`src/ifw_pkg.sv`:
```
// Package with register map, field positions and carrier types of the flag and counter block.
package ifw_pkg;

	localparam int unsigned IFW_DATA_W = 8;
	localparam int unsigned IFW_ADDR_W = 6;
	localparam int unsigned IFW_PAGE_W = 2;

	// Register addresses and the pages of the counters and flag register; status decodes on any page.
	localparam logic [5:0] IFW_ADDR_CNT_ONE  = 6'h0c;
	localparam logic [5:0] IFW_ADDR_CNT_TWO  = 6'h0d;
	localparam logic [5:0] IFW_ADDR_FLAGS_WK = 6'h0e;
	localparam logic [5:0] IFW_ADDR_STATUS   = 6'h0f;
	localparam logic [1:0] IFW_PAGE_CNT      = 2'h1;
	localparam logic [1:0] IFW_PAGE_FLAGS_WK = 2'h0;

	// Reset values.
	localparam logic [7:0] IFW_RST_STATUS   = 8'h00;
	localparam logic [7:0] IFW_RST_FLAGS_WK = 8'h00;
	localparam logic [7:0] IFW_RST_COUNT    = 8'h00;
	localparam logic [7:0] IFW_RD_IDLE      = 8'h00;

	// Interrupt status field positions.
	localparam int unsigned IFW_ST_TIMER = 0;
	localparam int unsigned IFW_ST_CNT_ONE = 1;
	localparam int unsigned IFW_ST_CNT_TWO = 2;
	localparam int unsigned IFW_ST_EXT0  = 3;
	localparam int unsigned IFW_ST_EXT1  = 4;
	localparam int unsigned IFW_ST_EXT2  = 5;
	localparam int unsigned IFW_ST_UNUSED = 6;
	localparam int unsigned IFW_ST_EXT3  = 7;

	// Flag and wake-up register field positions.
	localparam int unsigned IFW_FW_WAKE_LO = 0;
	localparam int unsigned IFW_FW_WAKE_HI = 3;
	localparam int unsigned IFW_FW_PWM_A   = 4;
	localparam int unsigned IFW_FW_ADC     = 5;
	localparam int unsigned IFW_FW_SERIAL  = 6;
	localparam int unsigned IFW_FW_PWM_B   = 7;

	// Prescaler terminal value and counter top.
	localparam logic [7:0] IFW_PRESCALE_TOP = 8'hff;
	localparam logic [7:0] IFW_COUNT_TOP    = 8'hff;

	typedef struct packed {
		logic [5:0] addr;
		logic [1:0] page;
		logic       wr;
		logic       rd;
		logic [7:0] wdata;
	} ifw_reg_req_type;

	typedef struct packed {
		logic timer_ovf;
		logic pwm_a_period;
		logic pwm_b_period;
		logic adc_done;
		logic serial_buf_full;
	} ifw_events_type;

endpackage

```
`src/ifw_irq_flags.sv`:
```
// Interrupt status, peripheral flags, wake-up enables and the two preset counters.
`timescale 1ns/1ps
module ifw_irq_flags #(
	parameter logic [7:0] PRESCALE_TOP = ifw_pkg::IFW_PRESCALE_TOP
) (
	// Clock and reset.
	input  wire logic                    clock,
	input  wire logic                    sys_rst,
	// Register port from the processor core.
	input  wire ifw_pkg::ifw_reg_req_type reg_req,
	output logic                   [7:0] reg_rdata_q,
	output logic                         reg_rvalid_q,
	// Peripheral events on the system clock.
	input  wire ifw_pkg::ifw_events_type  events,
	input  wire logic                    ext_irq_zero_edge_select,
	// External pins, asynchronous.
	input  wire logic              [3:0] port7_pins,
	input  wire logic              [3:0] port8_pins,
	// Results.
	output logic                   [7:0] interrupt_status_q,
	output logic                   [7:0] peripheral_flags_wake_enables_q,
	output logic                         wake_request_q
);
	import ifw_pkg::*;

	logic [7:0] pin_sync1_q;
	logic [7:0] pin_sync2_q;
	logic [7:0] pin_prev_q;
	logic [7:0] pin_fall;
	logic [7:0] pin_rise;
	logic       buf_full_prev_q;
	logic       buf_full_rise;
	logic       ext0_hit;
	logic [7:0] status_set;
	logic [7:0] flagwk_set;
	logic [7:0] status_keep;
	logic [7:0] flagwk_keep;
	logic       wr_status;
	logic       wr_flagwk;
	logic       wr_cnt_one;
	logic       wr_cnt_two;
	logic [7:0] cnt_one_q;
	logic [7:0] cnt_two_q;
	logic       cnt_one_ovf_q;
	logic       cnt_two_ovf_q;
	logic [3:0] wake_enables;

	// Two flops on every pin before any edge logic looks at it.
	always_ff @(posedge clock) begin
		if (sys_rst) begin
			pin_sync1_q <= 8'hff;
			pin_sync2_q <= 8'hff;
		end else begin
			pin_sync1_q <= {port8_pins, port7_pins};
			pin_sync2_q <= pin_sync1_q;
		end
	end

	// Previous sample starts high, like the synchronisers, so a pin held high at reset gives no false rise.
	always_ff @(posedge clock) begin
		if (sys_rst) begin
			pin_prev_q <= 8'hff;
			buf_full_prev_q <= 1'b0;
		end else begin
			pin_prev_q <= pin_sync2_q;
			buf_full_prev_q <= events.serial_buf_full;
		end
	end

	assign pin_fall = pin_prev_q & ~pin_sync2_q;
	assign pin_rise = ~pin_prev_q & pin_sync2_q;
	assign buf_full_rise = events.serial_buf_full & ~buf_full_prev_q;
	assign ext0_hit = ext_irq_zero_edge_select ? pin_fall[0] : pin_rise[0];

	// Register write decode.
	always_comb begin
		wr_status  = 1'b0;
		wr_flagwk  = 1'b0;
		wr_cnt_one = 1'b0;
		wr_cnt_two = 1'b0;
		if (reg_req.wr && reg_req.addr == IFW_ADDR_STATUS) begin
			wr_status = 1'b1;
		end else if (reg_req.wr && reg_req.addr == IFW_ADDR_FLAGS_WK && reg_req.page == IFW_PAGE_FLAGS_WK) begin
			wr_flagwk = 1'b1;
		end else if (reg_req.wr && reg_req.addr == IFW_ADDR_CNT_ONE && reg_req.page == IFW_PAGE_CNT) begin
			wr_cnt_one = 1'b1;
		end else if (reg_req.wr && reg_req.addr == IFW_ADDR_CNT_TWO && reg_req.page == IFW_PAGE_CNT) begin
			wr_cnt_two = 1'b1;
		end
	end

	// Hardware set terms.
	always_comb begin
		status_set                 = 8'h00;
		status_set[IFW_ST_TIMER]   = events.timer_ovf;
		status_set[IFW_ST_CNT_ONE] = cnt_one_ovf_q;
		status_set[IFW_ST_CNT_TWO] = cnt_two_ovf_q;
		status_set[IFW_ST_EXT0]    = ext0_hit;
		status_set[IFW_ST_EXT1]    = pin_fall[1];
		status_set[IFW_ST_EXT2]    = pin_fall[2];
		status_set[IFW_ST_EXT3]    = pin_fall[3];
		flagwk_set                 = 8'h00;
		flagwk_set[IFW_FW_PWM_A]   = events.pwm_a_period;
		flagwk_set[IFW_FW_ADC]     = events.adc_done;
		flagwk_set[IFW_FW_SERIAL]  = buf_full_rise;
		flagwk_set[IFW_FW_PWM_B]   = events.pwm_b_period;
	end

	// A write of zero clears a flag, a write of one leaves it; software cannot forge an event.
	assign status_keep = wr_status ? (interrupt_status_q & reg_req.wdata) : interrupt_status_q;
	assign flagwk_keep = wr_flagwk ? (peripheral_flags_wake_enables_q & reg_req.wdata) : peripheral_flags_wake_enables_q;

	// Set wins over a clear in the same cycle so no event is dropped.
	always_ff @(posedge clock) begin
		if (sys_rst) begin
			interrupt_status_q <= IFW_RST_STATUS;
		end else begin
			interrupt_status_q <= (status_keep | status_set) & ~(8'h01 << IFW_ST_UNUSED);
		end
	end

	// Enable nibble is plain read/write; flag nibble follows the status rules.
	always_ff @(posedge clock) begin
		if (sys_rst) begin
			peripheral_flags_wake_enables_q <= IFW_RST_FLAGS_WK;
		end else begin
			peripheral_flags_wake_enables_q[IFW_FW_PWM_B:IFW_FW_PWM_A] <=
				flagwk_keep[IFW_FW_PWM_B:IFW_FW_PWM_A] | flagwk_set[IFW_FW_PWM_B:IFW_FW_PWM_A];
			if (wr_flagwk) begin
				peripheral_flags_wake_enables_q[IFW_FW_WAKE_HI:IFW_FW_WAKE_LO] <=
					reg_req.wdata[IFW_FW_WAKE_HI:IFW_FW_WAKE_LO];
			end
		end
	end

	assign wake_enables = peripheral_flags_wake_enables_q[IFW_FW_WAKE_HI:IFW_FW_WAKE_LO];

	// Wake request is a one-cycle pulse per enabled falling edge on port 8.
	always_ff @(posedge clock) begin
		if (sys_rst) begin
			wake_request_q <= 1'b0;
		end else begin
			wake_request_q <= |(pin_fall[7:4] & wake_enables);
		end
	end

	ifw_counter #(
		.PRESCALE_TOP (PRESCALE_TOP)
	) u_counter_one (
		.clock      (clock),
		.sys_rst    (sys_rst),
		.load       (wr_cnt_one),
		.load_value (reg_req.wdata),
		.count_q    (cnt_one_q),
		.overflow_q (cnt_one_ovf_q)
	);

	ifw_counter #(
		.PRESCALE_TOP (PRESCALE_TOP)
	) u_counter_two (
		.clock      (clock),
		.sys_rst    (sys_rst),
		.load       (wr_cnt_two),
		.load_value (reg_req.wdata),
		.count_q    (cnt_two_q),
		.overflow_q (cnt_two_ovf_q)
	);

	// Read data is registered; an unmapped address reads as zero.
	always_ff @(posedge clock) begin
		if (sys_rst) begin
			reg_rdata_q  <= IFW_RD_IDLE;
			reg_rvalid_q <= 1'b0;
		end else begin
			reg_rvalid_q <= reg_req.rd;
			if (!reg_req.rd) begin
				reg_rdata_q <= IFW_RD_IDLE;
			end else if (reg_req.addr == IFW_ADDR_STATUS) begin
				reg_rdata_q <= interrupt_status_q;
			end else if (reg_req.addr == IFW_ADDR_FLAGS_WK && reg_req.page == IFW_PAGE_FLAGS_WK) begin
				reg_rdata_q <= peripheral_flags_wake_enables_q;
			end else if (reg_req.addr == IFW_ADDR_CNT_ONE && reg_req.page == IFW_PAGE_CNT) begin
				reg_rdata_q <= cnt_one_q;
			end else if (reg_req.addr == IFW_ADDR_CNT_TWO && reg_req.page == IFW_PAGE_CNT) begin
				reg_rdata_q <= cnt_two_q;
			end else begin
				reg_rdata_q <= IFW_RD_IDLE;
			end
		end
	end
endmodule

```
`src/ifw_counter.sv`:
```
// Eight-bit preset/reload up-counter with an eight-bit prescaler.
`timescale 1ns/1ps
module ifw_counter #(
	parameter logic [7:0] PRESCALE_TOP = ifw_pkg::IFW_PRESCALE_TOP
) (
	// Clock and reset.
	input  wire logic       clock,
	input  wire logic       sys_rst,
	// Preset load from the register port.
	input  wire logic       load,
	input  wire logic [7:0] load_value,
	// Count and overflow.
	output logic      [7:0] count_q,
	output logic            overflow_q
);
	import ifw_pkg::*;

	logic [7:0] prescale_q;
	logic [7:0] preset_q;
	logic       tick;

	assign tick = (prescale_q == PRESCALE_TOP);

	always_ff @(posedge clock) begin
		if (sys_rst || load) begin
			prescale_q <= IFW_RST_COUNT;
		end else if (tick) begin
			prescale_q <= IFW_RST_COUNT;
		end else begin
			prescale_q <= prescale_q + 8'h01;
		end
	end

	always_ff @(posedge clock) begin
		if (sys_rst) begin
			preset_q <= IFW_RST_COUNT;
		end else if (load) begin
			preset_q <= load_value;
		end
	end

	// A write takes priority over a pending roll so the new preset is never lost.
	always_ff @(posedge clock) begin
		if (sys_rst) begin
			count_q    <= IFW_RST_COUNT;
			overflow_q <= 1'b0;
		end else if (load) begin
			count_q    <= load_value;
			overflow_q <= 1'b0;
		end else if (tick && count_q == IFW_COUNT_TOP) begin
			count_q    <= preset_q;
			overflow_q <= 1'b1;
		end else begin
			count_q    <= tick ? count_q + 8'h01 : count_q;
			overflow_q <= 1'b0;
		end
	end
endmodule

```
`config.mk`:
```
export PLATFORM = sky130hd
export DESIGN_NAME = ifw_irq_flags
export DESIGN_NICKNAME = d
export VERILOG_FILES = /design/src/ifw_pkg.sv /design/src/ifw_irq_flags.sv /design/src/ifw_counter.sv
export SDC_FILE = /design/constraint.sdc
export NUM_CORES = 1
export LEC_CHECK = 0
export BUFFER_PORTS_ARGS = -buffer_cell sky130_fd_sc_hd__buf_4
export CORE_ASPECT_RATIO = 0.7
export CORE_UTILIZATION = 30
export CTS_BUF_LIST = sky130_fd_sc_hd__clkbuf_16
export CTS_CLUSTER_SIZE = 12
export DETAILED_ROUTE_END_ITERATION = 16
export PLACE_DENSITY = 0.49
export SLEW_MARGIN = 40
export SYNTH_ARGS = -nofsm -noshare
export SYNTH_HDL_FRONTEND = slang
export SYNTH_SLANG_ARGS = --single-unit
export TNS_END_PERCENT = 100
```
`constraint.sdc`:
```
create_clock -name clock -period 4.3 [get_ports clock]
set_clock_uncertainty 0.1 [all_clocks]
set_input_delay 0.215 -clock clock [delete_from_list [all_inputs] [get_ports clock]]
set_output_delay 0.215 -clock clock [all_outputs]
set_load 0.1 [all_outputs]
```
==> summary.txt, run 1 <==
STA
  – Final worst setup slack: 2147 ps
  – Slew Limit Headroom: 46.90%
  – Slew @ Worst Pin: 794.2 ps
  – Period utilisation layout: 50.08%
  – Post-layout min period: 2153 ps
  – Setup Total Neg Slack: 0 ps
  – Fmax: 464.4 MHz
  – Unrepaired setup endpoints after global routing: false
  – Final hold viol count: 0
  – Setup violators final: 0
  – Final hold slack: 31.74 ps
  – Max-slew violations: 0

Clock network
  – CTS tree: done
  – H-Tree Depth: 3
  – Post-CTS resize count: 0
  – CTS Buf Count: 9
  – Number of setup buffers added after CTS: 0
  – CTS Buffer Depth: 2
  – # clock sinks: 100
  – Root buffer cell: clkbuf_16
  – Latest clock arrival within the worst-skew pair: 360 ps
  – Clk pin slew, worst setup/hold paths: 70 ps

Yosys
  – Seq/Total Area, Yosys: 47.30%
  – YS warnings: 0
  – Largest area contributor in the netlist: dfxtp_1
  – Synth top area cells: dfxtp_1 47%, a21oi_1 6.5%, nand2_1 4.7%
  – Post-Syn Area per Cell: 8.892 um2
  – Yosys top cell area share: 47.30%
  – Syn_nets: 514
  – Cell variety after synth: 59
  – Top FF cell, synth: dfxtp_1
  – Cell Area, Synth: 4233 um2
  – Number of flops mapped to enable cells by yosys: 0
  – #FFs+latches synth: 100
  – Post-Syn Instances: 476
  – Async SR Flop Fraction: 0%
  – Cell with the most instances after synthesis: dfxtp_1
  – Top cells by instance count after synthesis: 100 x dfxtp_1, 55 x a21oi_1, 53 x nand2_1

Global route
  – Most Crowded Layer GR: met1
  – Initial antenna violation count: 0
  – Vias in the first global route: 3183
  – Largest net degree at the start of global routing: 87
  – GR Util met1: 25.43%
  – Grt met3 use: 3.262%
  – Tot GR Track Use: 16.58%
  – Gr ovfl total: 0
  – Global-route wire length before repair: 18220 um
  – Met2 GRT Util: 22.71%

Route
  – DR WL/cell: 16.28 um
  – Post-Route WL: 11710 um
  – Antenna-violating nets left: 0
  – Vias/cell: 5.072
  – DRC errors left: 0
  – DR pass1 iterations: 5
  – Via count: 3647
  – Iter 0 DRT Violations: 319

Cells and area
  – Final non-filler cell total: 719
  – # nets final: 567
  – Core Util, Final: 38.61%
  – N_diodes: 0
  – Filler instances: 1399
  – Share of layout cells above drive strength 1: 21.72%
  – Synth-to-layout area growth: 22.64%

Critical path
  – CP peak stage delay: 440 ps
  – CP Max Fanout: 11
  – Critical path cell sequence: ha_1 -> and4_1 -> nand2_1 -> or3_1 -> a31oi_1
  – R2r worst-path depth: 5
  – Crit Path Class: reg -> reg
  – Critical Path RT: 4470 ps
  – Crit path launch type: flop
  – CP Capture Type: flop
  – CP max stage cell: or3_1
  – Worst Path Arrival: 2320 ps

Floorplanning
  – Starting density of the core: 31.48%
  – # IOs: 60
  – Die Wd: 144.0 um
  – Core Area: 13440 um2
  – # rows: 35
  – Chip height: 101.4 um
  – DIE AREA: 14600 um2

Run status
  – Outcome: finished, final reports clean

Min path
  – Hold Path Stages: 3
  – Worst min path class: in -> reg

Job
  – # Max-Cap Violations: 0

Pwr
  – Peak VDD IR: 181.4 uV
  – Pwr/cell area: 379.9 nW/um2
  – Lkg Pwr: 1.913 nW

Place
  – # placed instances: 691
  – Pre-CTS setup slack: 2145 ps
  – DP Wirelength: 7978 um
  – Global placer's final weighted congestion: 0.8304
  – Port bufs: 58
==> power breakdown <==
part           switching, mW  internal (mW)
clock network          0.394          0.468
registers             0.0134          0.946
logic                 0.0969         0.0537
total                  0.504           1.47
==> critical path, delay by kind of cell (launching register included) <==
kind	cells	cell delay, ps
compound gates	1	150
simple gates	3	1140
flops	1	420
fa+ha+maj	1	260
==> cells by family after synthesis <==
family	count (synthesis)	synth area share, %
AND/OR/NAND/NOR	188	23.91
AO/OA/AOI/OAI	123	18.39
flip-flops	100	47.30
buffers and inverters	41	4.729
XOR/XNOR	10	2.069
multiplexers	9	2.335
adder cells (fa/ha/maj)	4	1.182
other	1	0.08859
==> sequential cells by signal, summed over array words and instances, names as in the netlist <==
signal / count
u_counter_two.prescale_q: 8
u_counter_one.preset_q: 8
wake_request_q: 1
pin_sync1_q: 8
pin_sync2_q: 8
reg_rvalid_q: 1
u_counter_two.overflow_q: 1
u_counter_two.count_q: 8
interrupt_status_q: 7
peripheral_flags_wake_enables_q: 8
buf_full_prev_q: 1
u_counter_one.overflow_q: 1
u_counter_two.preset_q: 8
u_counter_one.count_q: 8
reg_rdata_q: 8
u_counter_one.prescale_q: 8
pin_prev_q: 8
==> layout make-up <==
type | count | area [um2] | share of cell area, %
multi-input combinational | 335 | 2031 | 39.12
sequential | 100 | 2002 | 38.56
timing repair buffer | 71 | 566.8 | 10.92
tap | 185 | 231.5 | 4.459
clock buffer | 9 | 225.2 | 4.338
clock inverter | 7 | 90.09 | 1.735
inverter | 12 | 45.04 | 0.8677
==> repair_timing <==
action,4_1_cts,5_1_grt
hold endpoints to repair,12,0
endpoints found under the setup margin,0,0
hold buffers,12,0
==> worst paths after layout <==
check | from | slack [ps] | end
worst max-delay path | u_counter_two.prescale_q[0] | 2150 | u_counter_two.count_q[0]
worst min-delay path | events[2] | 30 | peripheral_flags_wake_enables_q[7]
worst max register to register | u_counter_two.prescale_q[0] | 2150 | u_counter_two.count_q[0]
worst min register to register | pin_sync1_q[6] | 310 | pin_sync2_q[6]
==> layout by cell type, fill, tap and decap left out, types with 3 or more instances in the layout <==
cell	n
a211o_1	3
a21oi_1	55
a22oi_1	7
a311o_1	4
a31oi_1	6
a41o_1	3
a41oi_1	5
and2_1	5
and3_1	11
and4_1	5
buf_4	58
clkbuf_16	9
dfxtp_1	100
dlygate4sd3_1	12
ha_1	4
inv_1	12
inv_8	3
mux2_2	7
nand2_1	53
nand2b_1	5
nand3_1	19
nand3b_1	4
nand4_1	10
nor2_1	18
nor3_1	13
o211ai_1	4
o21ai_0	19
or2_2	24
or3_1	5
xor2_1	8
==> metrics by stage <==
stage / total power [mW] / area [um2]
after floorplan: 1.069 / 4233
after global placement: 1.120 / 4752
after detailed placement: 1.123 / 4752
after CTS: 1.997 / 5187
after global routing: 2.044 / 5191
final: 1.972 / 5191
==> routing by layer <==
metal  vias up  part of all wire (%)  wire (um)
met1      1714                    53       6206
met4         0                  0.98        115
met2       100                    41       4858
li1       1820                     -          -
met5         -                     0          0
met3        13                   4.5        526
Power figures use the tool's default switching activity.
==> run 2, diff against run 1 <==
- PLACE_DENSITY: 0.49 -> 0.51
- clock period: 4.3 -> 1.9 ns (I/O delays scaled with it)
==> run 2 against run 1 <==
- sequential cell count unchanged
- combinational power increased by 140%
- clock power increased by 110%
- global-route usage increased by 0.28 points
- clock-buffer cell count unchanged
- largest cell class unchanged
- non-clock buffer count increased by 32
- largest power group unchanged
- via count increased by 4.3%
- routed wire length increased by 0.70%
- critical path depth unchanged
- sequential share of layout area decreased by 1.8 points
==> summary.txt, run 2 (same netlist as run 1, synthesis figures left out) <==
Critical path
  – WP buf/inv: 0 (unchanged)
  – CP peak stage delay: 400 ps (-40 ps)
  – Reg-to-reg slack, setup: 160 ps (-1980 ps)
  – CP Capture Type: flop
  – Crit path launch type: flop
  – Crit Path Class: reg -> reg
  – Top cell family by delay on the critical path: compound AO/OA/AOI/OAI gates
  – CP max stage cell: dfxtp_1
  – Critical path cell sequence: ha_1 -> and4_1 -> nand2_2 -> a311o_1 -> a211oi_2
  – Worst Path Arrival: 1910 ps (-410 ps)
  – Critical Path RT: 2070 ps (-2400 ps)
  – CP Max Fanout: 11 (unchanged)

Global route
  – Gr ovfl total: 0 (unchanged)
  – Global-route wire length before repair: 18810 um (+3.2%)
  – Initial antenna violation count: 0 (unchanged)
  – Largest net degree at the start of global routing: 36 (-59%)
  – Vias in the first global route: 3555 (+12%)
  – Tot GR Track Use: 16.87% (+0.28 points)

STA
  – Post-layout min period: 1737 ps (-416.3 ps)
  – Setup Total Neg Slack: 0 ps (unchanged)
  – Final worst setup slack: 163.0 ps (-1984 ps)
  – Max-slew violations: 0 (unchanged)
  – Setup violators final: 0 (unchanged)
  – Fmax: 575.7 MHz (+24%)
  – Slew Limit Headroom: 66.55% (+20 points)
  – Slew @ Worst Pin: 500.4 ps (-293.8 ps)
  – Final hold viol count: 0 (unchanged)
  – Unrepaired setup endpoints after global routing: false
  – Period utilisation layout: 91.42% (+41 points)

Clock network
  – CTS Buf Count: 9 (unchanged)
  – CTS Buffer Depth: 2 (unchanged)
  – Clk pin slew, worst setup/hold paths: 70 ps (about the same)
  – Latest clock arrival within the worst-skew pair: 350 ps (about the same)
  – Root buffer cell: clkbuf_16
  – # clock sinks: 100 (unchanged)
  – CTS tree: done
  – Number of setup buffers added after CTS: 0 (unchanged)
  – H-Tree Depth: 3 (unchanged)

Pwr
  – Peak VDD IR: 454.7 uV (+150%)
  – Lkg Pwr: 2.050 nW (+7.2%)
  – Pwr/cell area: 802.2 nW/um2 (+110%)

Floorplanning
  – # IOs: 60 (unchanged)
  – Die Wd: 144.0 um (unchanged)
  – DIE AREA: 14600 um2 (unchanged)
  – Starting density of the core: 31.48% (unchanged)
  – # rows: 35 (unchanged)
  – Core Area: 13440 um2 (unchanged)
  – Chip height: 101.4 um (unchanged)

Route
  – Antenna-violating nets left: 0 (unchanged)
  – DR pass1 iterations: 5 (unchanged)
  – DRC errors left: 0 (unchanged)
  – Via count: 3802 (+4.3%)
  – DR WL/cell: 15.70 um (-3.6%)
  – Vias/cell: 5.063 (-0.19%)
  – Iter 0 DRT Violations: 251 (-21%)
  – Post-Route WL: 11790 um (+0.70%)

Place
  – Port bufs: 58 (unchanged)
  – Global placer's final weighted congestion: 0.8787 (+5.8%)
  – Placed instance area: 4902 um2 (+3.2%)
  – Pre-CTS setup slack: 77.50 ps (-2068 ps)
  – DP Wirelength: 8514 um (+6.7%)

Cells and area
  – Design Area, Final: 5448 um2 (+4.9%)
  – # nets final: 599 (+5.6%)
  – Synth-to-layout area growth: 28.70%
  – N_diodes: 0 (unchanged)
  – Share of layout cells above drive strength 1: 24.56% (+2.8 points)
  – Most frequent cells in the layout: 98 x dfxtp_1, 79 x buf_4, 55 x a21oi_1, 52 x nand2_1
  – Commonest non-fill, non-tap cell in the layout: dfxtp_1

Run status
  – Outcome: finished, final reports clean

Min path
  – Worst min path class: in -> reg

Job
  – # Max-Cap Violations: 0 (unchanged)
-- run 2: cell count changes in the layout (fill, tap and decap cells not counted), moves of 2 or more --
| cell | change |
|---|---|
| dfxtp_1 | -2 |
| buf_4 | +21 |
| dfxtp_2 | +2 |
| dlygate4sd3_1 | +12 |
| clkinv_4 | -2 |
-- run 2: worst min-delay path, delay by kind of cell --
kind                   cells  cell delay (ps)
AO/OA/AOI/OAI              2              200
buffers and inverters      1              110
AND/OR/NAND/NOR            1               70
-- run 2: what timing repair did --
item	CTS	global route
hold buffers	24	0
gates resized for setup	0	3
setup endpoints to repair	0	4
endpoints found under the hold margin	44	0
-- run 2: per-stage QoR --
step | power [mW] | util (%) | instances | hold WS (ps)
final | 4.370 | 40.52 | 751 | 65.45
after global routing | 4.548 | 40.52 | 751 | 76.67
after CTS | 4.424 | 40.48 | 751 | 65.13
after detailed placement | 2.550 | 36.46 | 711 | 182.0
after global placement | 2.547 | 36.46 | 711 | 179.3
after floorplan | 2.420 | - | 476 | 98.81
-- run 2: power by group --
part	internal (mW)	switching (mW)	total [mW]
combinational	0.142	0.226	0.368
clock	0.937	0.897	1.83
sequential	2.14	0.0277	2.17
-- run 2: worst paths after layout --
kind / from / depth (start not counted) / to
hold reg to reg: pin_sync1_q[5] / 1 / pin_sync2_q[5]
setup / recovery: u_counter_two.prescale_q[1] / 5 / u_counter_two.count_q[5]
hold / removal: ext_irq_zero_edge_select / 4 / interrupt_status_q[3]
setup reg to reg: u_counter_two.prescale_q[1] / 5 / u_counter_two.count_q[5]
-- run 2: area by class of cell --
type | count | area, um2
Fill cell | 1383 | 7996
Multi-Input combinational cell | 335 | 2033
Sequential cell | 100 | 2004
Timing Repair Buffer | 103 | 833.3
Tap cell | 185 | 231.5
Clock buffer | 9 | 225.2
Clock inverter | 7 | 75.07
Inverter | 12 | 45.04
-- run 2: per-layer routing --
metal  track usage (%)  vias to the layer above  wire, um
met5                 0                        -         0
met3             4.255                        8       637
met4             3.519                        0        96
met2             24.67                       98      5045
met1             24.72                     1818      6010
li1                  -                     1878         -
